File: src/hdl/brd_pkg.sv
// Package: register map, field layout and reset values of the boot ROM decoder
`default_nettype none
package brd_pkg;
	localparam logic [11:0] OFF_BASE_LOW  = 12'h030;
	localparam logic [11:0] OFF_BASE_HIGH = 12'h032;
	localparam logic [11:0] OFF_MASK_LOW  = 12'h034;
	localparam logic [11:0] OFF_MASK_HIGH = 12'h036;
	localparam logic [11:0] OFF_CONTROL   = 12'h040;
	localparam logic [11:0] OFF_STATUS    = 12'h044;
	localparam int          SA_WIDTH      = 20;
	localparam int          IGNORE_BITS   = 12;
	localparam logic [15:0] RESET_WORD    = 16'h0000;
	localparam int          LOADED_BITS   = 4;
	localparam int          CTRL_GENOUT   = 0;
	localparam int          STAT_LOADED   = 0;
	localparam int          STAT_LINK     = 1;
	localparam int          STAT_ACT      = 2;
endpackage
`default_nettype wire

File: src/hdl/brd_if.sv
// Interface: loaded base and mask carried to the address comparator
`default_nettype none
interface brd_match_if;
	logic [31:0] base;
	logic [31:0] mask;
	logic        enable;
	logic        hit;
	modport regs (output base, output mask, output enable, input hit);
	modport cmp  (input base, input mask, input enable, output hit);
endinterface
`default_nettype wire

File: src/hdl/brd_compare.sv
// Address comparator for the boot ROM window
`default_nettype none
module brd_compare (
	brd_match_if.cmp     m,
	input  wire logic [19:0] sa
);
	// ---------------------------------------------------------------
	// Compare
	// ---------------------------------------------------------------
	// Low 12 mask bits forced to zero so sizes step by 4K
	wire logic [19:0] eff_mask;
	wire logic [19:0] diff;
	assign eff_mask = {m.mask[19:brd_pkg::IGNORE_BITS], {brd_pkg::IGNORE_BITS{1'b0}}};
	assign diff     = (sa ^ m.base[19:0]) & eff_mask;
	assign m.hit    = m.enable && (diff == 20'h00000);
endmodule
`default_nettype wire

File: src/hdl/brd_top.sv
// Boot ROM decode, indicator drive and general output with APB registers
//
// Design decision made here: the APB interface to the registers.
`default_nettype none
module brd_top (
	input  wire logic        pclk,
	input  wire logic        presetn,
	input  wire logic        psel,
	input  wire logic        penable,
	input  wire logic        pwrite,
	input  wire logic [11:0] paddr,
	input  wire logic [31:0] pwdata,
	input  wire logic [3:0]  pstrb,
	output logic      [31:0] prdata,
	output logic             pready,
	output logic             pslverr,
	input  wire logic [19:0] sa,
	input  wire logic        link_pulse_det,
	input  wire logic        tx_active,
	input  wire logic        rx_active,
	input  wire logic        collision,
	output logic             boot_rom_select_n,
	output logic             link_indicator_n,
	output logic             activity_indicator_n,
	output logic             general_output_1
);
	// ---------------------------------------------------------------
	// APB decode
	// ---------------------------------------------------------------
	// Each 16-bit register takes its own aligned word; 30h/32h etc. are not all
	// word multiples, so they serve as indices and the byte address is index times four
	wire logic        wr_en;
	wire logic        hit_bl;
	wire logic        hit_bh;
	wire logic        hit_ml;
	wire logic        hit_mh;
	wire logic        hit_ct;
	wire logic        hit_st;
	wire logic        mapped;
	wire logic [15:0] wdata16;
	assign wr_en   = psel && penable && pwrite;
	assign hit_bl  = paddr == {brd_pkg::OFF_BASE_LOW[9:0], 2'b00};
	assign hit_bh  = paddr == {brd_pkg::OFF_BASE_HIGH[9:0], 2'b00};
	assign hit_ml  = paddr == {brd_pkg::OFF_MASK_LOW[9:0], 2'b00};
	assign hit_mh  = paddr == {brd_pkg::OFF_MASK_HIGH[9:0], 2'b00};
	assign hit_ct  = paddr == {brd_pkg::OFF_CONTROL[9:0], 2'b00};
	assign hit_st  = paddr == {brd_pkg::OFF_STATUS[9:0], 2'b00};
	assign mapped  = hit_bl | hit_bh | hit_ml | hit_mh | hit_ct | hit_st;
	assign wdata16 = pwdata[15:0];
	assign pready  = 1'b1;
	assign pslverr = psel && penable && !mapped;

	// ---------------------------------------------------------------
	// Registers
	// ---------------------------------------------------------------
	logic [15:0] base_low_reg;
	logic [15:0] base_high_reg;
	logic [15:0] mask_low_reg;
	logic [15:0] mask_high_reg;
	logic [3:0]  loaded_reg;
	logic        genout_reg;
	wire logic [3:0] wr_hit;
	wire logic       all_loaded;
	assign wr_hit     = {hit_mh, hit_ml, hit_bh, hit_bl} & {4{wr_en && pstrb[0] && pstrb[1]}};
	assign all_loaded = &loaded_reg;

	// Byte strobes: partial writes of a halfword are ignored entirely
	always_ff @(posedge pclk or negedge presetn) begin
		if (!presetn) begin
			base_low_reg  <= brd_pkg::RESET_WORD;
			base_high_reg <= brd_pkg::RESET_WORD;
			mask_low_reg  <= brd_pkg::RESET_WORD;
			mask_high_reg <= brd_pkg::RESET_WORD;
		end else begin
			if (wr_hit[0]) base_low_reg  <= wdata16;
			if (wr_hit[1]) base_high_reg <= wdata16;
			if (wr_hit[2]) mask_low_reg  <= wdata16;
			if (wr_hit[3]) mask_high_reg <= wdata16;
		end
	end

	// Loaded flags, one per word, sticky until reset
	always_ff @(posedge pclk or negedge presetn) begin
		if (!presetn) begin
			loaded_reg <= 4'h0;
		end else begin
			loaded_reg <= loaded_reg | wr_hit;
		end
	end

	always_ff @(posedge pclk or negedge presetn) begin
		if (!presetn) begin
			genout_reg <= 1'b0;
		end else if (wr_en && hit_ct && pstrb[0]) begin
			genout_reg <= pwdata[brd_pkg::CTRL_GENOUT];
		end
	end

	// ---------------------------------------------------------------
	// Indicator inputs
	// ---------------------------------------------------------------
	// Media status comes from another domain: two flops before use
	logic [3:0] ind_s1_reg;
	logic [3:0] ind_s2_reg;
	always_ff @(posedge pclk or negedge presetn) begin
		if (!presetn) begin
			ind_s1_reg <= 4'h0;
			ind_s2_reg <= 4'h0;
		end else begin
			ind_s1_reg <= {collision, rx_active, tx_active, link_pulse_det};
			ind_s2_reg <= ind_s1_reg;
		end
	end
	wire logic link_now;
	wire logic act_now;
	assign link_now = ind_s2_reg[0];
	assign act_now  = |ind_s2_reg[3:1];

	logic link_n_reg;
	logic act_n_reg;
	always_ff @(posedge pclk or negedge presetn) begin
		if (!presetn) begin
			link_n_reg <= 1'b1;
			act_n_reg  <= 1'b1;
		end else begin
			link_n_reg <= !link_now;
			act_n_reg  <= !act_now;
		end
	end
	assign link_indicator_n     = link_n_reg;
	assign activity_indicator_n = act_n_reg;
	assign general_output_1     = genout_reg;

	// ---------------------------------------------------------------
	// Boot ROM decode
	// ---------------------------------------------------------------
	// Address pins are asynchronous to pclk, so they are synchronised;
	// the select therefore lags the bus address by three clocks
	logic [19:0] sa_s1_reg;
	logic [19:0] sa_s2_reg;
	logic        sel_n_reg;
	brd_match_if m ();
	assign m.base   = {base_high_reg, base_low_reg};
	assign m.mask   = {mask_high_reg, mask_low_reg};
	assign m.enable = all_loaded;

	brd_compare u_cmp (
		.m  (m.cmp),
		.sa (sa_s2_reg)
	);

	always_ff @(posedge pclk or negedge presetn) begin
		if (!presetn) begin
			sa_s1_reg <= 20'h00000;
			sa_s2_reg <= 20'h00000;
			sel_n_reg <= 1'b1;
		end else begin
			sa_s1_reg <= sa;
			sa_s2_reg <= sa_s1_reg;
			sel_n_reg <= !m.hit;
		end
	end
	assign boot_rom_select_n = sel_n_reg;

	// ---------------------------------------------------------------
	// Read data
	// ---------------------------------------------------------------
	wire logic [15:0] rd16;
	wire logic [15:0] status16;
	assign status16 = {13'h0000, act_now, link_now, all_loaded};
	assign rd16 = hit_bl ? base_low_reg  :
	              hit_bh ? base_high_reg :
	              hit_ml ? mask_low_reg  :
	              hit_mh ? mask_high_reg :
	              hit_ct ? {15'h0000, genout_reg} :
	              hit_st ? status16 : 16'h0000;
	always_ff @(posedge pclk or negedge presetn) begin
		if (!presetn) begin
			prdata <= 32'h00000000;
		end else if (psel && !penable && !pwrite) begin
			prdata <= {16'h0000, rd16};
		end
	end

	// ---------------------------------------------------------------
	// Checks
	// ---------------------------------------------------------------
	AST_NO_DECODE_UNLOADED: assert property (@(posedge pclk) disable iff (!presetn)
		!all_loaded |=> boot_rom_select_n) else $error("select asserted before load");
	AST_MISMATCH_HIGH: assert property (@(posedge pclk) disable iff (!presetn)
		((sa_s2_reg[19:12] ^ {base_high_reg[3:0], base_low_reg[15:12]}) &
		 {mask_high_reg[3:0], mask_low_reg[15:12]}) != 8'h00 |=> boot_rom_select_n)
		else $error("select on mismatch");
	AST_MATCH_LOW: assert property (@(posedge pclk) disable iff (!presetn)
		all_loaded && ((sa_s2_reg[19:12] ^ {base_high_reg[3:0], base_low_reg[15:12]}) &
		 {mask_high_reg[3:0], mask_low_reg[15:12]}) == 8'h00 |=> !boot_rom_select_n)
		else $error("no select on match");
	AST_SA_PIPE: assert property (@(posedge pclk) disable iff (!presetn)
		1'b1 |-> ##2 sa_s2_reg == $past(sa, 2)) else $error("address pipe broken");
	AST_BASE_WRITE: assert property (@(posedge pclk) disable iff (!presetn)
		wr_hit[0] |=> base_low_reg == $past(wdata16)) else $error("base low not written");
	AST_MASK_WRITE: assert property (@(posedge pclk) disable iff (!presetn)
		wr_hit[3] |=> mask_high_reg == $past(wdata16) && loaded_reg[3])
		else $error("mask high not written");
	AST_LINK: assert property (@(posedge pclk) disable iff (!presetn)
		link_pulse_det [*3] |=> !link_indicator_n) else $error("link indicator off");
	AST_ACT: assert property (@(posedge pclk) disable iff (!presetn)
		(!tx_active && !rx_active && !collision) [*4] |=> activity_indicator_n)
		else $error("activity without cause");
	AST_GENOUT: assert property (@(posedge pclk) disable iff (!presetn)
		wr_en && hit_ct && pstrb[0] |=> general_output_1 == $past(pwdata[0]))
		else $error("general output not updated");
endmodule
`default_nettype wire

File: config.mk
export PLATFORM = sky130hd
export DESIGN_NAME = brd_top
export DESIGN_NICKNAME = d
export VERILOG_FILES = /design/src/hdl/brd_pkg.sv /design/src/hdl/brd_if.sv /design/src/hdl/brd_compare.sv /design/src/hdl/brd_top.sv
export SDC_FILE = /design/constraint.sdc
export NUM_CORES = 1
export LEC_CHECK = 0
export ABC_AREA = 1
export BUFFER_PORTS_ARGS = -buffer_cell sky130_fd_sc_hd__buf_2
export CAP_MARGIN = 15
export CORE_MARGIN = 4
export CORE_UTILIZATION = 25
export DETAILED_ROUTE_END_ITERATION = 16
export GPL_TIMING_DRIVEN = 0
export PLACE_DENSITY_LB_ADDON = 0.05
export SYNTH_ARGS = -nofsm -noshare
export SYNTH_HDL_FRONTEND = slang
export SYNTH_SLANG_ARGS = --single-unit
File: constraint.sdc
create_clock -name pclk -period 2.5 [get_ports pclk]
set_clock_uncertainty 0.2 [all_clocks]
set_input_delay 0.125 -clock pclk [delete_from_list [all_inputs] [get_ports pclk]]
set_output_delay 0.125 -clock pclk [all_outputs]
set_load 0.005 [all_outputs]
==> Implementation_results.wiki <==
{| class="wikitable"
! Metric !! Value
|-
| Initial DRT Pass Iterations || 4
|-
| CTS root buffer || clkbuf_16
|-
| Fraction of power consumed by the clock network || 41.8%
|-
| Worst Setup SP || psel
|-
| Vias || 3852
|-
| Power Dens Cells || approximately 570 nW/um^2
|-
| Transition at the pin with the smallest max-transition slack || 0.5517 ns
|-
| Length in cells of the worst reg-to-reg path || 8
|-
| Commonest non-fill, non-tap cell in the layout || nand2_1
|-
| Adder-cell share of the synthesized area || 0%
|-
| Source of the worst register-to-register timing path || loaded_reg[2]
|-
| Distinct cells, synth || 33
|-
| Simple-gate share of the synthesized area || 25.13%
|-
| Switch share || 22.75%
|-
| Wire length of the first global-routing pass || 22260 um
|-
| Post-detailed-route wirelength per cell || about 15 um
|-
| P_leak || 3.097 nW
|-
| Setup TNS || 0 ns
|-
| Die width || 147.5 um
|-
| Outcome || completed
|-
| Mapped cell area || 4865 sq um
|-
| Worst setup path endpoint || base_high_reg[5]
|-
| DPL Wire Length || 9651 um
|-
| CTS HTree Levels || 3
|-
| Data required time of the critical path || roughly 2.5 ns
|-
| Ratio of routed vias to standard cells || 4.146
|-
| CP max FO || 10
|-
| Final wirelength || approximately 14000 um
|-
| Area grow syn2layout || 27.75%
|-
| Die area || 21750 sq um
|-
| Clock transition time at the flip-flop clock pins of the worst setup and hold paths || roughly 0.070 ns
|-
| Share of cell area taken by muxes after synthesis || 0%
|-
| Most used cells in the layout excluding fill and tap cells || nand2_1, dfrtp_1, buf_2
|-
| Final weighted congestion in routability-driven placement || 0.7517
|-
| Switching power summed over all nets || 807.1 uW
|-
| 1st-iter DRT viols || 224
|-
| DRT antenna net count || 0
|-
| Dominant combinational cell family by area after synthesis || simple AND/OR/NAND/NOR gates
|-
| Reg power frac || 52.0%
|-
| Tot GR Track Use || 13.28%
|-
| IR drop worst, VDD || between 0.3 and 0.4 mV
|-
| RR Endpoint || prdata[0]
|-
| Cells after DPL || 883
|-
| Syn_area_per_cell || about 9.0 sq um
|-
| Critical path depth in cells || 10
|-
| GR Overflow Total || 0
|-
| Syn Inst Count || 540
|-
| Total number of placement rows || 50
|-
| Via count of the first global-routing pass || 3994
|-
| Period Utilization, post-route || 80.54%
|-
| Starting utilization of the core area || around 26%
|-
| Worst-path cell with the longest stage delay || dlygate4sd3_1
|-
| Post-CTS sizing || 0
|-
| Relative contribution of combinational cells to total power || around 6.2%
|-
| Number of pins with negative max-slew slack in the final report || 0
|-
| Worst-case register-to-register setup slack || 0.93 ns
|-
| Family of cells with the greatest summed delay on the critical path || buffers and inverters
|-
| Achievable frequency || 496.6 MHz
|-
| Util after Layout || 32.89%
|-
| CTS max path bufs || 2
|-
| Proportion of layout cells with a drive suffix above 1 || 24.22%
|-
| Antenna Cells || 0
|-
| Die Height || about 150 um
|-
| Max stage delay on crit path || roughly 0.52 ns
|-
| Final setup violation count || 0
|-
| Xor-xnor portion of the synthesized cell area || 0%
|-
| Internal cell power || ~2.7 mW
|-
| Clock tree from TritonCTS || built
|-
| Antenna violations before repair || 0
|-
| Setup crit start kind || input pin
|-
| Cell-by-cell listing of the critical path || dlygate4sd3_1 -> buf_2 -> nand2_1 -> inv_1 -> nand3_1 -> nor2_2 -> nand3_2 -> buf_2 -> nand2_1 -> o21ai_1
|-
| Num CTS Buffers || 9
|-
| Endpoint kind of the worst setup timing path || flop
|-
| Clock latency on the worst-skew pair || 0.35 ns
|-
| Count of buffer and inverter cells on the critical path || 4
|-
| Count of input and output buffers || 67
|-
| Area fraction in compound gates after synthesis || 9.079%
|-
| Rel. slew slack || 63.10%
|-
| Residual DRC count || 0
|-
| Sequential cell area fraction in the yosys report || 57.69%
|-
| Number of warnings issued by yosys || 0
|-
| Flop and latch count out of synthesis || 112
|-
| Pin count of the biggest net entering global routing || 72
|-
| Final critical path time including I/O delays and setup || 2.014 ns
|-
| Hold slack final || 0.0008175 ns
|-
| Core Footprint || ~19000 sq um
|-
| Maximum capacitance violations || 0
|-
| Hold WC Path Type || input pin to flop
|-
| Critical path start-end classification || input pin to flop
|-
| RSZ-0062 raised after global routing || no
|-
| Worst path arrival time || 2.05 ns
|-
| Final non-filler cell total || 929
|-
| Sinks on the clock net || 112
|-
| Num ports || about 120
|-
| Final-report hold violation count || 0
|-
| NumNets Final || between 700 and 800
|}
cells by family after synthesis:
family,after synthesis
AND/OR/NAND/NOR,279
AO/OA/AOI/OAI,74
other,2
buffers and inverters,73
flip-flops,112
cell type report:
class / count / area [sq um]
Clock inverter: 5 / 56.30
Tap cell: 260 / 325.3
Multi-Input combinational cell: 370 / 1728
Fill cell: 2053 / 12680
Clock buffer: 11 / 242.7
Inverter: 38 / 142.6
Buffer: 35 / 244.0
Sequential cell: 112 / 2806
Timing Repair Buffer: 98 / 669.4
worst min-delay path by stage:
stage	startpoint	endpoint	slack [ns]	cells past startpoint
after detailed placement	presetn	ind_s1_reg[1]	-0.12	1
final	penable	prdata[15]	0.0008	5
after global routing	penable	prdata[3]	0.05	5
after CTS	penable	prdata[15]	0.01	5
after global placement	link_pulse_det	ind_s1_reg[0]	0.03	1
after floorplan	presetn	base_high_reg[0]	-0.37	0
power groups by stage:
| stage | Sequential [mW] | Combinational, mW | Clock [mW] |
|---|---|---|---|
| final | 1.85 | 0.219 | 1.48 |
| after global routing | 1.85 | 0.250 | 1.61 |
| after CTS | 1.85 | 0.224 | 1.53 |
| after detailed placement | 1.88 | 0.188 | 0 |
| after global placement | 1.88 | 0.179 | 0 |
| after floorplan | 1.88 | 0.0780 | 0 |
metrics by stage:
stage	area, sq um	worst slack (ns)	total power [mW]
6_report	6215	0.4864	3.548
5_1_grt	6215	0.3313	3.711
4_1_cts	6215	0.3960	3.606
3_5_place_dp	5615	0.5523	2.071
3_3_place_gp	5582	-0.3406	2.061
2_1_floorplan	4921	1.070	1.960
routing by layer:
| layer | wire length, um | vias up | part of all wire, % | global-route usage, % |
|---|---|---|---|---|
| met5 | 0 | - | 0 | 0 |
| met4 | 185 | 0 | 1.3 | 3.821 |
| met3 | 656 | 13 | 4.8 | 2.698 |
| met2 | 6082 | 92 | 44 | 20.12 |
| met1 | 6870 | 1812 | 50 | 19.25 |
| li1 | - | 1935 | - | - |
cells in the mapped netlist, drive strengths merged:
library cell / instances / area, sq um
clkinv: 1 / 3.750
o21ai: 66 / 390.4
or2: 5 / 31.28
nor2: 30 / 135.1
o22ai: 1 / 6.260
a31oi: 1 / 6.260
a21oi: 3 / 15.01
nor3: 5 / 58.81
dfstp: 3 / 78.83
clkbuf: 1 / 3.750
conb: 2 / 7.510
a211oi: 1 / 7.510
buf: 34 / 240.2
o21a: 1 / 7.510
nand3: 18 / 105.1
inv: 37 / 138.9
or3: 1 / 6.260
o2111ai: 1 / 8.760
dfrtp: 109 / 2728
nand4: 15 / 93.84
nand2: 205 / 792.0
worst min-delay path, stage by stage:
cell     delay, ns
buf_2         0.08
nor2_1        0.03
nand2_1       0.15
nand2_1       0.07
nand2_1       0.05
repair_timing:
| item | in CTS | in global routing |
|---|---|---|
| setup buffers | 0 | 0 |
| hold endpoints to repair | 191 | 0 |
| hold buffers | 30 | 0 |
Note: power is estimated with default switching activity, not from simulation.
